$ cat src/logic/rtu_pkg.sv
// constants shared by the rtu slave frame handler
package rtu_pkg;
  // clock and line timing
  localparam int CLK_HZ         = 250_000_000;
  localparam int BAUD           = 9600;
  localparam int BIT_CYCLES     = (CLK_HZ + BAUD - 1) / BAUD;
  localparam int CHAR_BITS_NP   = 10;
  localparam int CHAR_BITS_P    = 11;
  localparam int SILENCE_CHARS  = 3;
  localparam int SIL_BITS_NP    = SILENCE_CHARS * CHAR_BITS_NP;
  localparam int SIL_BITS_P     = SILENCE_CHARS * CHAR_BITS_P;
  localparam int TURNAROUND_MS  = 500;
  localparam int CW             = 24;
  // station addresses
  localparam logic [7:0] ADDR_BCAST = 8'h00;
  localparam logic [7:0] ADDR_MAX   = 8'hF7;
  // function codes
  localparam logic [7:0] FC_ILLEGAL = 8'h00;
  localparam logic [7:0] FC_LAST_LO = 8'h08;
  localparam logic [7:0] FC_EXC     = 8'h07;
  localparam logic [7:0] FC_WMULT_C = 8'h0F;
  localparam logic [7:0] FC_WMULT_R = 8'h10;
  localparam logic [7:0] FC_IDENT   = 8'h11;
  localparam logic [7:0] FC_SCRATCH = 8'h43;
  localparam logic [7:0] FC_RSV_LO  = 8'h80;
  // frame lengths, counted in bytes with the check field
  localparam logic [8:0] LEN_SHORT  = 9'h004;
  localparam logic [8:0] LEN_FIXED  = 9'h008;
  localparam logic [8:0] LEN_MULTI  = 9'h009;
  localparam logic [8:0] LEN_OPEN   = 9'h1FF;
  localparam logic [8:0] LEN_MIN    = 9'h004;
  localparam logic [8:0] BC_IDX     = 9'h006;
  // error check
  localparam logic [15:0] CRC_INIT  = 16'hFFFF;
  localparam logic [15:0] CRC_POLY  = 16'hA001;
  // function classes
  typedef enum logic [1:0] {
    FCL_OK      = 2'h0,
    FCL_ILLEGAL = 2'h1,
    FCL_UNSUP   = 2'h2,
    FCL_RSV     = 2'h3
  } fclass_t;
endpackage

$ cat src/logic/pair_fifo.sv
// two-entry buffer with valid and ready on both sides
`timescale 1ns/100ps
module pair_fifo #(
  parameter int W = 8
) (
  // clock and reset
  input  wire logic         clk,
  input  wire logic         rst,
  // filling side
  input  wire logic [W-1:0] in_data,
  input  wire logic         in_valid,
  output logic              in_ready,
  // draining side
  output logic [W-1:0]      out_data,
  output logic              out_valid,
  input  wire logic         out_ready
);
  logic [W-1:0] mem_q [2];
  logic [W-1:0] mem_d [2];
  logic         wp_q, wp_d, rp_q, rp_d;
  logic [1:0]   cnt_q, cnt_d;
  logic         push, pop;

  // honest full and empty flags
  assign in_ready  = (cnt_q != 2'h2);
  assign out_valid = (cnt_q != 2'h0);
  assign out_data  = mem_q[rp_q];
  assign push      = in_valid & in_ready;
  assign pop       = out_valid & out_ready;

  // pointer and occupancy update
  always_comb begin
    mem_d = mem_q;
    wp_d  = wp_q;
    rp_d  = rp_q;
    cnt_d = cnt_q;
    if (push) begin
      mem_d[wp_q] = in_data;
      wp_d        = ~wp_q;
    end
    if (pop) begin
      rp_d = ~rp_q;
    end
    if (push && !pop) begin
      cnt_d = cnt_q + 2'h1;
    end else if (pop && !push) begin
      cnt_d = cnt_q - 2'h1;
    end
  end

  // storage registers
  always_ff @(posedge clk or posedge rst) begin
    if (rst) begin
      mem_q[0] <= '0;
      mem_q[1] <= '0;
      wp_q     <= 1'b0;
      rp_q     <= 1'b0;
      cnt_q    <= 2'h0;
    end else begin
      mem_q <= mem_d;
      wp_q  <= wp_d;
      rp_q  <= rp_d;
      cnt_q <= cnt_d;
    end
  end
endmodule

$ cat src/logic/rtu_slave_frame_handler.sv
// rtu slave frame handler: serial receive, framing, check field and reply transmit
`timescale 1ns/100ps
module rtu_slave_frame_handler #(
  parameter int BIT_CYCLES = rtu_pkg::BIT_CYCLES
) (
  // clock and reset
  input  wire logic       clk,
  input  wire logic       rst,
  // serial line
  input  wire logic       rxd,
  output logic            txd,
  // configuration
  input  wire logic [7:0] station_addr,
  input  wire logic       parity_en,
  input  wire logic       parity_odd,
  // received frame bytes
  output logic [7:0]      rx_data,
  output logic            rx_valid,
  input  wire logic       rx_ready,
  // frame end report
  output logic            frame_done,
  output logic            frame_good,
  output logic            frame_bcast,
  output logic [7:0]      frame_func,
  output logic [1:0]      func_class,
  // reply bytes without check field
  input  wire logic [7:0] rsp_data,
  input  wire logic       rsp_valid,
  input  wire logic       rsp_last,
  output logic            rsp_ready,
  output logic            rsp_busy
);
  localparam int CW = rtu_pkg::CW;

  typedef enum logic [4:0] {
    RX_IDLE  = 5'h01,
    RX_START = 5'h02,
    RX_DATA  = 5'h04,
    RX_PAR   = 5'h08,
    RX_STOP  = 5'h10
  } rxs_t;

  typedef enum logic [4:0] {
    TX_IDLE  = 5'h01,
    TX_START = 5'h02,
    TX_DATA  = 5'h04,
    TX_PAR   = 5'h08,
    TX_STOP  = 5'h10
  } txs_t;

  typedef enum logic [3:0] {
    PH_USER = 4'h1,
    PH_CRCL = 4'h2,
    PH_CRCH = 4'h4,
    PH_DONE = 4'h8
  } ph_t;

  // one byte through the reflected check register
  function automatic logic [15:0] crc_step(input logic [15:0] c, input logic [7:0] b);
    logic [15:0] r;
    r = c ^ {8'h00, b};
    for (int i = 0; i < 8; i++) begin
      r = r[0] ? ((r >> 1) ^ rtu_pkg::CRC_POLY) : (r >> 1);
    end
    return r;
  endfunction

  // bit timing limits
  logic [CW-1:0] bit_lim, half_lim, sil_lim;
  assign bit_lim  = CW'(BIT_CYCLES - 1);
  assign half_lim = CW'(BIT_CYCLES / 2 - 1);
  assign sil_lim  = parity_en ? CW'(rtu_pkg::SIL_BITS_P * BIT_CYCLES)
                              : CW'(rtu_pkg::SIL_BITS_NP * BIT_CYCLES);

  // ---- character receiver ----
  rxs_t          rs_q, rs_d;
  logic [CW-1:0] rc_q, rc_d;
  logic [2:0]    ri_q, ri_d;
  logic [7:0]    rsh_q, rsh_d;
  logic          rpe_q, rpe_d;
  logic          rbyte_v, rerr;

  // mid-bit sampling of start, data, parity and stop
  always_comb begin
    rs_d    = rs_q;
    rc_d    = rc_q + CW'(1);
    ri_d    = ri_q;
    rsh_d   = rsh_q;
    rpe_d   = rpe_q;
    rbyte_v = 1'b0;
    rerr    = 1'b0;
    case (rs_q)
      RX_IDLE: begin
        rc_d = '0;
        if (!rxd) rs_d = RX_START;
      end
      RX_START: begin
        if (rc_q == half_lim) begin
          rc_d  = '0;
          ri_d  = 3'h0;
          rpe_d = 1'b0;
          rs_d  = rxd ? RX_IDLE : RX_DATA; // glitch rejected
        end
      end
      RX_DATA: begin
        if (rc_q == bit_lim) begin
          rc_d  = '0;
          rsh_d = {rxd, rsh_q[7:1]}; // lsb first
          ri_d  = ri_q + 3'h1;
          if (ri_q == 3'h7) rs_d = parity_en ? RX_PAR : RX_STOP;
        end
      end
      RX_PAR: begin
        if (rc_q == bit_lim) begin
          rc_d  = '0;
          rpe_d = rxd ^ (^rsh_q) ^ parity_odd;
          rs_d  = RX_STOP;
        end
      end
      RX_STOP: begin
        if (rc_q == bit_lim) begin
          rbyte_v = 1'b1;
          rerr    = ~rxd | rpe_q; // stop must be one
          rs_d    = RX_IDLE;
        end
      end
      default: rs_d = RX_IDLE;
    endcase
  end

  // receiver registers
  always_ff @(posedge clk or posedge rst) begin
    if (rst) begin
      rs_q  <= RX_IDLE;
      rc_q  <= '0;
      ri_q  <= 3'h0;
      rsh_q <= 8'h00;
      rpe_q <= 1'b0;
    end else begin
      rs_q  <= rs_d;
      rc_q  <= rc_d;
      ri_q  <= ri_d;
      rsh_q <= rsh_d;
      rpe_q <= rpe_d;
    end
  end

  // ---- frame tracking ----
  logic [8:0]    cnt_q, cnt_d, len_q, len_d, nbytes;
  logic [15:0]   crc_q, crc_d;
  logic [CW-1:0] sil_q, sil_d;
  logic          in_q, in_d, match_q, match_d, bc_q, bc_d, bad_q, bad_d;
  logic          done_q, done_d, good_q, good_d, reply_q, reply_d;
  logic [7:0]    func_q, func_d;
  logic [1:0]    cls_q, cls_d;
  logic          close, push_v, push_rdy, multi, tx_end;

  assign multi  = (func_q == rtu_pkg::FC_WMULT_C) || (func_q == rtu_pkg::FC_WMULT_R);
  assign push_v = rbyte_v & match_d; // only own or broadcast frames

  // byte count, check, length and silence
  always_comb begin
    cnt_d   = cnt_q;
    crc_d   = crc_q;
    len_d   = len_q;
    sil_d   = sil_q;
    in_d    = in_q;
    match_d = match_q;
    bc_d    = bc_q;
    bad_d   = bad_q;
    func_d  = func_q;
    cls_d   = cls_q;
    good_d  = good_q;
    reply_d = reply_q;
    done_d  = 1'b0;
    close   = 1'b0;
    nbytes  = cnt_q;
    if (tx_end) reply_d = 1'b0;
    if (rbyte_v) begin
      nbytes = cnt_q + 9'h001;
      cnt_d  = nbytes;
      sil_d  = '0;
      in_d   = 1'b1;
      if (cnt_q == 9'h000) begin
        crc_d   = crc_step(rtu_pkg::CRC_INIT, rsh_q); // preset
        bc_d    = (rsh_q == rtu_pkg::ADDR_BCAST);
        match_d = bc_d || ((rsh_q == station_addr) && (rsh_q <= rtu_pkg::ADDR_MAX));
        bad_d   = rerr;
        len_d   = rtu_pkg::LEN_OPEN;
        reply_d = 1'b0; // half duplex: new query voids a reply
      end else begin
        crc_d = crc_step(crc_q, rsh_q);
        bad_d = bad_q | rerr;
      end
      if (cnt_q == 9'h001) begin
        func_d = rsh_q;
        if (rsh_q == rtu_pkg::FC_ILLEGAL) begin
          cls_d = rtu_pkg::FCL_ILLEGAL;
        end else if (rsh_q >= rtu_pkg::FC_RSV_LO) begin
          cls_d = rtu_pkg::FCL_RSV;
        end else if (rsh_q <= rtu_pkg::FC_LAST_LO || rsh_q == rtu_pkg::FC_WMULT_C ||
                     rsh_q == rtu_pkg::FC_WMULT_R || rsh_q == rtu_pkg::FC_IDENT ||
                     rsh_q == rtu_pkg::FC_SCRATCH) begin
          cls_d = rtu_pkg::FCL_OK;
        end else begin
          cls_d = rtu_pkg::FCL_UNSUP;
        end
        if (rsh_q == rtu_pkg::FC_EXC || rsh_q == rtu_pkg::FC_IDENT) begin
          len_d = rtu_pkg::LEN_SHORT; // no information field
        end else if (cls_d == rtu_pkg::FCL_OK && rsh_q != rtu_pkg::FC_WMULT_C &&
                     rsh_q != rtu_pkg::FC_WMULT_R) begin
          len_d = rtu_pkg::LEN_FIXED;
        end
      end
      if (cnt_q == rtu_pkg::BC_IDX && multi) begin
        len_d = rtu_pkg::LEN_MULTI + {1'b0, rsh_q}; // byte count field
      end
      if (push_v && !push_rdy) bad_d = 1'b1; // overrun spoils the frame
      if (nbytes == len_d) close = 1'b1;
    end else if (in_q) begin
      sil_d = sil_q + CW'(1);
      if (sil_q == sil_lim) close = 1'b1; // three silent characters
    end
    if (close) begin
      in_d   = 1'b0;
      cnt_d  = 9'h000;
      sil_d  = '0;
      done_d = match_d; // foreign frames report nothing
      good_d = match_d && !bad_d && (crc_d == 16'h0000) && (nbytes >= rtu_pkg::LEN_MIN);
      reply_d = good_d && !bc_d;
    end
  end

  // frame registers
  always_ff @(posedge clk or posedge rst) begin
    if (rst) begin
      cnt_q   <= 9'h000;
      crc_q   <= rtu_pkg::CRC_INIT;
      len_q   <= rtu_pkg::LEN_OPEN;
      sil_q   <= '0;
      in_q    <= 1'b0;
      match_q <= 1'b0;
      bc_q    <= 1'b0;
      bad_q   <= 1'b0;
      func_q  <= 8'h00;
      cls_q   <= 2'h0;
      done_q  <= 1'b0;
      good_q  <= 1'b0;
      reply_q <= 1'b0;
    end else begin
      cnt_q   <= cnt_d;
      crc_q   <= crc_d;
      len_q   <= len_d;
      sil_q   <= sil_d;
      in_q    <= in_d;
      match_q <= match_d;
      bc_q    <= bc_d;
      bad_q   <= bad_d;
      func_q  <= func_d;
      cls_q   <= cls_d;
      done_q  <= done_d;
      good_q  <= good_d;
      reply_q <= reply_d;
    end
  end

  // bytes pass unchanged, zero-based addresses included
  pair_fifo #(.W(8)) rx_buf (
    .clk       (clk),
    .rst       (rst),
    .in_data   (rsh_q),
    .in_valid  (push_v),
    .in_ready  (push_rdy),
    .out_data  (rx_data),
    .out_valid (rx_valid),
    .out_ready (rx_ready)
  );

  assign frame_done  = done_q;
  assign frame_good  = good_q;
  assign frame_bcast = bc_q;
  assign frame_func  = func_q;
  assign func_class  = cls_q;

  // ---- reply transmitter ----
  txs_t          ts_q, ts_d;
  ph_t           ph_q, ph_d;
  logic [CW-1:0] tc_q, tc_d;
  logic [2:0]    ti_q, ti_d;
  logic [7:0]    tsh_q, tsh_d;
  logic [15:0]   tcrc_q, tcrc_d;
  logic          txd_q, txd_d;

  // user bytes only while a reply is owed
  assign rsp_ready = reply_q && (ts_q == TX_IDLE) && (ph_q == PH_USER);
  assign rsp_busy  = (ts_q != TX_IDLE) || (ph_q != PH_USER);
  assign txd       = txd_q;

  // byte loading, check append and bit serialising
  always_comb begin
    ts_d   = ts_q;
    ph_d   = ph_q;
    tc_d   = tc_q + CW'(1);
    ti_d   = ti_q;
    tsh_d  = tsh_q;
    tcrc_d = tcrc_q;
    tx_end = 1'b0;
    case (ts_q)
      TX_IDLE: begin
        tc_d = '0;
        ti_d = 3'h0;
        if (ph_q == PH_CRCL) begin
          tsh_d = tcrc_q[7:0]; // check field after all bytes
          ph_d  = PH_CRCH;
          ts_d  = TX_START;
        end else if (ph_q == PH_CRCH) begin
          tsh_d = tcrc_q[15:8];
          ph_d  = PH_DONE;
          ts_d  = TX_START;
        end else if (rsp_valid && rsp_ready) begin
          tsh_d  = rsp_data;
          tcrc_d = crc_step(tcrc_q, rsp_data);
          ts_d   = TX_START;
          if (rsp_last) ph_d = PH_CRCL;
        end else if (!reply_q) begin
          tcrc_d = rtu_pkg::CRC_INIT;
        end
      end
      TX_START: begin
        if (tc_q == bit_lim) begin
          tc_d = '0;
          ts_d = TX_DATA;
        end
      end
      TX_DATA: begin
        if (tc_q == bit_lim) begin
          tc_d = '0;
          ti_d = ti_q + 3'h1;
          if (ti_q == 3'h7) ts_d = parity_en ? TX_PAR : TX_STOP;
        end
      end
      TX_PAR: begin
        if (tc_q == bit_lim) begin
          tc_d = '0;
          ts_d = TX_STOP;
        end
      end
      TX_STOP: begin
        if (tc_q == bit_lim) begin
          ts_d = TX_IDLE; // next byte loads at once
          if (ph_q == PH_DONE) begin
            ph_d   = PH_USER;
            tx_end = 1'b1;
          end
        end
      end
      default: ts_d = TX_IDLE;
    endcase
    case (ts_d)
      TX_START: txd_d = 1'b0;
      TX_DATA:  txd_d = tsh_d[ti_d]; // lsb first
      TX_PAR:   txd_d = (^tsh_d) ^ parity_odd;
      default:  txd_d = 1'b1; // stop and idle
    endcase
  end

  // transmitter registers
  always_ff @(posedge clk or posedge rst) begin
    if (rst) begin
      ts_q   <= TX_IDLE;
      ph_q   <= PH_USER;
      tc_q   <= '0;
      ti_q   <= 3'h0;
      tsh_q  <= 8'h00;
      tcrc_q <= rtu_pkg::CRC_INIT;
      txd_q  <= 1'b1;
    end else begin
      ts_q   <= ts_d;
      ph_q   <= ph_d;
      tc_q   <= tc_d;
      ti_q   <= ti_d;
      tsh_q  <= tsh_d;
      tcrc_q <= tcrc_d;
      txd_q  <= txd_d;
    end
  end
endmodule

$ cat config.mk
export PLATFORM = sky130hd
export DESIGN_NAME = rtu_slave_frame_handler
export DESIGN_NICKNAME = d
export VERILOG_FILES = /design/src/logic/rtu_pkg.sv /design/src/logic/pair_fifo.sv /design/src/logic/rtu_slave_frame_handler.sv
export SDC_FILE = /design/constraint.sdc
export NUM_CORES = 1
export LEC_CHECK = 0
export ABC_AREA = 1
export BUFFER_PORTS_ARGS = -buffer_cell sky130_fd_sc_hd__buf_2
export CORE_UTILIZATION = 31
export CTS_CLUSTER_SIZE = 14
export DETAILED_ROUTE_END_ITERATION = 10
export GPL_TIMING_DRIVEN = 0
export SYNTH_ARGS = -nofsm -noshare
export SYNTH_HDL_FRONTEND = slang
export SYNTH_SLANG_ARGS = --single-unit
export TNS_END_PERCENT = 50
$ cat constraint.sdc
create_clock -name clk -period 6.1 [get_ports clk]
set_clock_uncertainty 0.05 [all_clocks]
set_input_delay 0.61 -clock clk [delete_from_list [all_inputs] [get_ports clk]]
set_output_delay 0.61 -clock clk [all_outputs]
set_load 0.05 [all_outputs]
# Word level (Yosys, flattened, before mapping)
# Index checks and enable logic that the tools add are counted.
[op_classes]
add_sub_neg = 9
magnitude_cmp = 8
n_eq_ne = 50
mux = 123
n_bitwise = 42
n_reduce_logical = 50
[ops]
columns = ["cell", "count"]
rows = [
  ["16-bit 2-to-1 mux", 28],
  ["24-bit 2-to-1 mux", 6],
  ["5-bit 2-to-1 mux", 15],
  ["24-bit by 1-bit adder with 24-bit output, second input constant", 3],
  ["9-bit 2-to-1 mux", 8],
  ["2-bit inverter with 3-bit output", 24],
  ["24-bit one-hot mux with 3 select lines", 1],
  ["8-bit 2-to-1 mux", 8],
  ["5-bit one-hot mux with 5 select lines", 2],
  ["24-bit by 15-bit == test with 1-bit output, second input constant", 2],
  ["24-bit one-hot mux with 2 select lines", 1],
  ["16-bit by 8-bit bitwise XOR with 16-bit output", 2],
  ["1-bit 2-to-1 mux", 28],
  ["24-bit by 14-bit == test with 1-bit output, second input constant", 1],
  ["24-bit by 20-bit == test with 1-bit output", 1],
  ["8-bit by 5-bit == test with 1-bit output, second input constant", 3],
  ["4-bit 2-to-1 mux", 6],
  ["19-bit 2-to-1 mux", 1],
  ["2-bit inequality test, second input constant", 9],
  ["16-bit bitwise mux", 1],
  ["8-bit by 4-bit == test with 1-bit output, second input constant", 2],
  ["16-bit logical NOT", 1],
  ["8-bit inverter with 16-bit output", 1],
  ["8-bit XOR reduction", 2],
  ["other kinds (62)", 126],
]
[totals]
ff_bits = 197
input_bits = 24
out_inout_bits = 25
word_cells = 312

# Depth between registers and ports, before layout
[depth]
depth_word = 24
mapped_depth = 22
ltp_nobuf = 20

# Modules after synthesis
# From an unflattened synthesis, not the netlist that was laid out.
[unflattened]
hier_cells = 1756
area_unflattened_um2 = 12689.7
[by_module_without_submodules]
columns = ["mod", "n_inst", "cells_per_inst", "area_per_inst_um2", "seq_area_each_um2"]
rows = [
  ["rtu_slave_frame_handler", 1, 1631, 11664.9, 4485.6],
  ["pair_fifo", 1, 125, 1024.7, 500.5],
]

# Worst setup path before layout
# Ideal clock, no wire load.
[synth_timing]
path_kind = "register -> output"
from = "register ts_q[0]"
to = "output port rsp_ready"
arrival_ps = 2053
t_required_ps = 5440
setup_slack_ps = 3387
stages_incl_launch_ff = 7
n_path_buf = 0
cell_sequence = "dfstp_2 -> inv_1 -> nor2_1 -> nand3_1 -> nor2_1 -> inv_1 -> nor2_1"
[synth_between]
elab_chain_cells = 3
[synth_lines]
columns = ["element", "line_no", "text"]
rows = [
  ["start, declared", "rtu_slave_frame_handler.sv:286", "txs_t ts_q, ts_d;"],
  ["start signal, assigned", "rtu_slave_frame_handler.sv:378", "ts_q <= ts_d;"],
  ["5-bit by 1-bit == test with 1-bit output", "rtu_slave_frame_handler.sv:295", "assign rsp_ready = reply_q && (ts_q == TX_IDLE) && (ph_q == PH_USER);"],
  ["1-bit logical AND (2 in a row)", "rtu_slave_frame_handler.sv:295", ""],
  ["end, declared", "rtu_slave_frame_handler.sv:30", "output logic rsp_ready,"],
]
# Every way passes these cells.

# Worst setup path in the final report
[layout_timing]
from = "register rsh_q[7]"
to = "register in_q"
[layout_between]
elab_chain_cells = 22
elab_cells_between_ends = 34
cone_classes = "1 x add/sub; 2 x order compare; 8 x eq/ne; 13 x mux; 10 x reduce/logical"
[layout_lines]
columns = ["element", "line_no", "text"]
rows = [
  ["start, declared", "rtu_slave_frame_handler.sv:79", "logic [7:0] rsh_q, rsh_d;"],
  ["start signal, assigned", "rtu_slave_frame_handler.sv:143", "rsh_q <= rsh_d;"],
  ["8-bit by 4-bit less-or-equal comparator with 1-bit output or 8-bit by 4-bit == test with 1-bit output (tied branches)", "rtu_slave_frame_handler.sv:201", "end else if (rsh_q <= rtu_pkg::FC_LAST_LO || rsh_q == rtu_pkg::FC_WMULT_C ||"],
  ["1-bit logical OR (2 in a row)", "rtu_slave_frame_handler.sv:201", ""],
  ["1-bit logical OR (2 in a row)", "rtu_slave_frame_handler.sv:202", "rsh_q == rtu_pkg::FC_WMULT_R || rsh_q == rtu_pkg::FC_IDENT ||"],
  ["2-bit 2-to-1 mux", "rtu_slave_frame_handler.sv:201", ""],
  ["2-bit 2-to-1 mux", "rtu_slave_frame_handler.sv:199", "end else if (rsh_q >= rtu_pkg::FC_RSV_LO) begin"],
  ["2-bit 2-to-1 mux", "rtu_slave_frame_handler.sv:197", "if (rsh_q == rtu_pkg::FC_ILLEGAL) begin"],
  ["2-bit 2-to-1 mux", "rtu_slave_frame_handler.sv:195", "if (cnt_q == 9'h001) begin"],
  ["2-bit 2-to-1 mux", "rtu_slave_frame_handler.sv:179", "if (rbyte_v) begin"],
  ["(+4 left out)", "-", ""],
  ["9-bit 2-to-1 mux", "rtu_slave_frame_handler.sv:208", "if (rsh_q == rtu_pkg::FC_EXC || rsh_q == rtu_pkg::FC_IDENT) begin"],
  ["9-bit 2-to-1 mux", "rtu_slave_frame_handler.sv:195", ""],
  ["9-bit 2-to-1 mux *", "rtu_slave_frame_handler.sv:215", "if (cnt_q == rtu_pkg::BC_IDX && multi) begin"],
  ["9-bit 2-to-1 mux *", "rtu_slave_frame_handler.sv:179", ""],
  ["9-bit == test *", "rtu_slave_frame_handler.sv:219", "if (nbytes == len_d) close = 1'b1;"],
  ["1-bit 2-to-1 mux *", "rtu_slave_frame_handler.sv:219", ""],
  ["1-bit 2-to-1 mux *", "rtu_slave_frame_handler.sv:179", ""],
  ["1-bit 2-to-1 mux or 2-bit nonzero test (tied branches)", "-", ""],
  ["end signal, assigned", "rtu_slave_frame_handler.sv:255", "in_q <= in_d;"],
  ["end, declared", "rtu_slave_frame_handler.sv:152", "logic in_q, in_d, match_q, match_d, bc_q, bc_d, bad_q, bad_d;"],
]
# Every way passes the cells marked *; elsewhere a longest branch is shown, timed or not. The select of a mux whose other input is x is not followed.
# A chain may end at the register's enable or synchronous reset.

==> flow_metrics.py <==
metrics = {
    "run_status": {
        "status": "complete, no violations",
    },
    "sta": {
        "tns_ns": 0,
        "max_freq_mhz": 290,
        "min_period_over_period_pct": 56.5,
        "slew_headroom_pct": 45.4,
        "final.min_clock_period_ns": 3.45,
        "setup_viol": 0,
        "worst_slack_ns": 2.65,
        "grt_setup_unrepaired": "false",
        "worst_pin_slew_ns": 0.818,
        "hold_violations": 0,
        "drv_slew": 0,
    },
    "clock_tree": {
        "clk_latency_ns": 0.44,
        "clkTransAtPathRegs_ns": 0.08,
        "cts.path.max_buffers": 2,
        "ctsResizeCount": 0,
        "cts_hold_buf": 0,
        "cts-buffers-inserted": 17,
        "h-tree-depth": 4,
        "cts_num_sinks": 197,
        "cts_tree": "yes",
        "postCtsSetupRepairBufs": 0,
        "clockRootBuffer": "clkbuf_16",
    },
    "route": {
        "top_layer": "met4",
        "ant_nets": 0,
        "routed_wirelength_um": 32100,
        "routedWlPerCell_um": 13.7,
        "dr.pass1.iters": 5,
        "met3_length_um": 945,
        "drc": 0,
        "num_vias": 11300,
        "dr_wl_met2_um": 15400,
        "avgViaCountPerCell": 4.84,
        "wl_met1_um": 15200,
        "drt_iter0_markers": 720,
    },
    "setup_path": {
        "crit_required_ns": 6.36,
        "critPathKind": "flip-flop to flip-flop",
        "worstSetupEndpointType": "flip-flop",
        "crit_chain": "buf_2 > clkinv_1 > ha_1 > nand4_1 > and2_1 > nor2_1 > nor2_4 > nand3_1 > nand3b_1 > nand2_1 > nor2_1 > nand3_1 > o21ai_2 > buf_6 > nor2_2",
        "critPathMaxFanout": 11,
        "crit_arrival_ns": 3.71,
        "cp_slowest_cell": "ha_1",
        "cp-start-kind": "flip-flop",
        "cpPeakStageDelay_ns": 0.42,
    },
    "place": {
        "gp_congestion": 0.900,
        "portBuffers": 48,
        "place_hpwl_um": 24300,
        "dp_cells": 2305,
        "pre_cts_slack_ns": 2.70,
    },
    "die": {
        "die_area_um2": 41400,
        "initial_core_util_pct": 31.5,
        "core_area_um2": 39900,
        "die-height_um": 203,
        "num_rows": 73,
        "dieWidth_um": 203,
        "io_pins": 49,
    },
    "job": {
        "cap_viol_max_count": 0,
    },
    "finish": {
        "area_growth_syn_to_layout_pct": 12.2,
        "final_cells": 2337,
        "final_layout_size_suffix_gt1_share_pct": 12.7,
        "antenna_cells": 0,
        "final_net_count": 1857,
    },
    "pwr": {
        "p_sw_mw": 0.825,
        "p_seq_share_pct": 46.7,
        "p_int_mw": 2.09,
        "leakage_nw": 7.04,
        "comb_power_share_pct": 12.6,
        "swShare_pct": 28.3,
        "worst_ir_drop_vdd_mv": 0.192,
        "pwr-share-clk_pct": 40.7,
        "power_density_nw_per_um2": 207,
    },
    "synth": {
        "netlist_instances": 1731,
        "syn_area_per_cell_um2": 7.27,
        "synth_nets": 1789,
        "synth.distinct_cells": 57,
        "yosys_most_used_dff": "dfrtp_1",
        "seq_area_frac_synth_pct": 39.6,
        "synth_edf_count": 0,
        "syn-cell-area_um2": 12600,
        "synth-seq-cells": 197,
        "yosysWarnings": 0,
        "async_reset_ff_share_pct": 100,
    },
    "global_routing": {
        "antenna_found_initial": 0,
        "grt_usage_pct": 16.1,
        "grt_pass1_wl_um": 54400,
        "grt_max_degree": 111,
        "overflow": 0,
        "grt_pass1_vias": 10800,
    },
    "min_path": {
        "hold_class": "input port to async pin",
    },
}
-- cells in the mapped netlist (all sizes together), types with 8 or more instances --
| master | number | share of area (%) |
|---|---|---|
| inv | 246 | 7.3 |
| dfrtp | 152 | 30 |
| nand4 | 45 | 2.5 |
| a31oi | 14 | 0.70 |
| xnor2 | 29 | 2.0 |
| o22ai | 24 | 1.2 |
| clkbuf | 14 | 0.42 |
| xor2 | 36 | 2.5 |
| buf | 25 | 1.3 |
| or2 | 13 | 0.65 |
| nor2 | 176 | 6.3 |
| ha | 34 | 3.4 |
| a21oi | 42 | 1.7 |
| dfstp | 45 | 9.4 |
| nand3 | 128 | 5.6 |
| nand2 | 505 | 15 |
| nand3b | 8 | 0.48 |
| nor4 | 15 | 0.75 |
| a22oi | 9 | 0.54 |
| nor3 | 43 | 1.8 |
| o21ai | 98 | 4.0 |
-- worst max-delay path, delay by kind of cell, from the launching register on --
| kind | cells | cell delay, ns |
|---|---|---|
| flops | 1 | 0.40 |
| simple gates | 10 | 1.26 |
| fa+ha+maj | 1 | 0.42 |
| buf+inv | 3 | 0.92 |
| compound gates | 1 | 0.25 |
-- metal layers --
layer  GRT usage [%]  up-vias
met5               0        -
met4            4.86        0
met3            1.82       33
met2            27.2      192
met1            21.4     5373
li1                -     5714
-- per-stage QoR --
stage,hold slack (ns),cell area [µm²],util (%),total power [mW]
after detailed placement,0.408,13500,33.9,1.76
after global placement,0.410,13500,33.8,1.75
after floorplan,0.398,12600,-,1.65
final,0.206,14100,35.4,2.92
after CTS,0.299,14100,35.4,2.96
after global routing,0.329,14100,35.4,3.06
-- layout make-up --
cell class                      count  area, µm²
Timing Repair Buffer               49        268
Sequential cell                   197       4990
Clock inverter                     15        178
Buffer                             39        221
Inverter                          250        946
Tap cell                          525        657
Fill cell                        4133      25800
Multi-Input combinational cell   1245       6430
Clock buffer                       17        425
-- power groups by stage --
stage	combinational, mW	sequential (mW)	clock (mW)
floorplan	0.268	1.38	0
global placement	0.362	1.39	0
detailed placement	0.375	1.39	0
CTS	0.376	1.36	1.22
global route	0.424	1.37	1.27
finish	0.367	1.36	1.19
-- state kept, by name (all words and copies together) (netlist names), 2 cells and up --
register / cells
rs_q: 5
rx_buf.cnt_q: 2
rc_q: 24
frame_func: 8
sil_q: 24
crc_q: 16
ts_q: 5
tsh_q: 8
ph_q: 4
cnt_q: 9
rsh_q: 8
rx_buf.mem_q: 16
ti_q: 3
ri_q: 3
len_q: 9
tc_q: 24
tcrc_q: 16
func_class: 2
-- kinds of logic after synthesis --
| kind of cell | after synthesis | synth area share [%] |
|---|---|---|
| DFF | 197 | 39.6 |
| buffers and inverters | 289 | 9.22 |
| xor gates and xnor gates | 65 | 4.53 |
| AOI/OAI and AO/OA | 206 | 9.33 |
| adders and majority gates | 34 | 3.38 |
| and+or+nand+nor | 939 | 33.8 |
| muxes | 1 | 0.0895 |
-- final timing paths --
path	cells past startpoint	end	slack, ns	startpoint
min	2	tsh_q[1]$_DFF_PP0_	0.21	rst
max in group asynchronous	3	rs_q[0]$_DFFE_PP1P_	4.75	rst
max reg2reg	15	in_q$_DFFE_PP0P_	2.65	rsh_q[7]$_DFFE_PP0P_
min in group clk	3	rx_buf.rp_q$_DFFE_PP0P_	0.42	rx_ready
max	15	in_q$_DFFE_PP0P_	2.65	rsh_q[7]$_DFFE_PP0P_
min reg2reg	2	frame_good$_DFFE_PP0P_	0.44	frame_good$_DFFE_PP0P_
-- cell usage in the layout, fill, tap and decap left out, types with 8 or more instances in the layout --
master / synthesis / layout
buf_2: 15 / 63
clkbuf_1: 14 / 14
clkbuf_16: 0 / 17
xnor2_1: 29 / 29
a31oi_1: 14 / 14
nor2_4: 8 / 8
nand2_1: 497 / 497
nor2_2: 17 / 17
inv_2: 13 / 13
nand3_2: 11 / 11
a22oi_1: 9 / 9
inv_1: 233 / 232
nor3_1: 41 / 41
or2_2: 10 / 10
nand4_1: 42 / 42
o21ai_0: 76 / 76
nand3b_1: 8 / 8
o22ai_1: 24 / 24
dfstp_2: 45 / 45
o21ai_1: 19 / 19
ha_1: 34 / 34
nor2_1: 149 / 149
nor4_1: 15 / 15
xor2_1: 36 / 36
nand3_1: 116 / 116
dfrtp_1: 152 / 152
a21oi_1: 41 / 41
No activity file was read; power rests on OpenSTA's default activity.
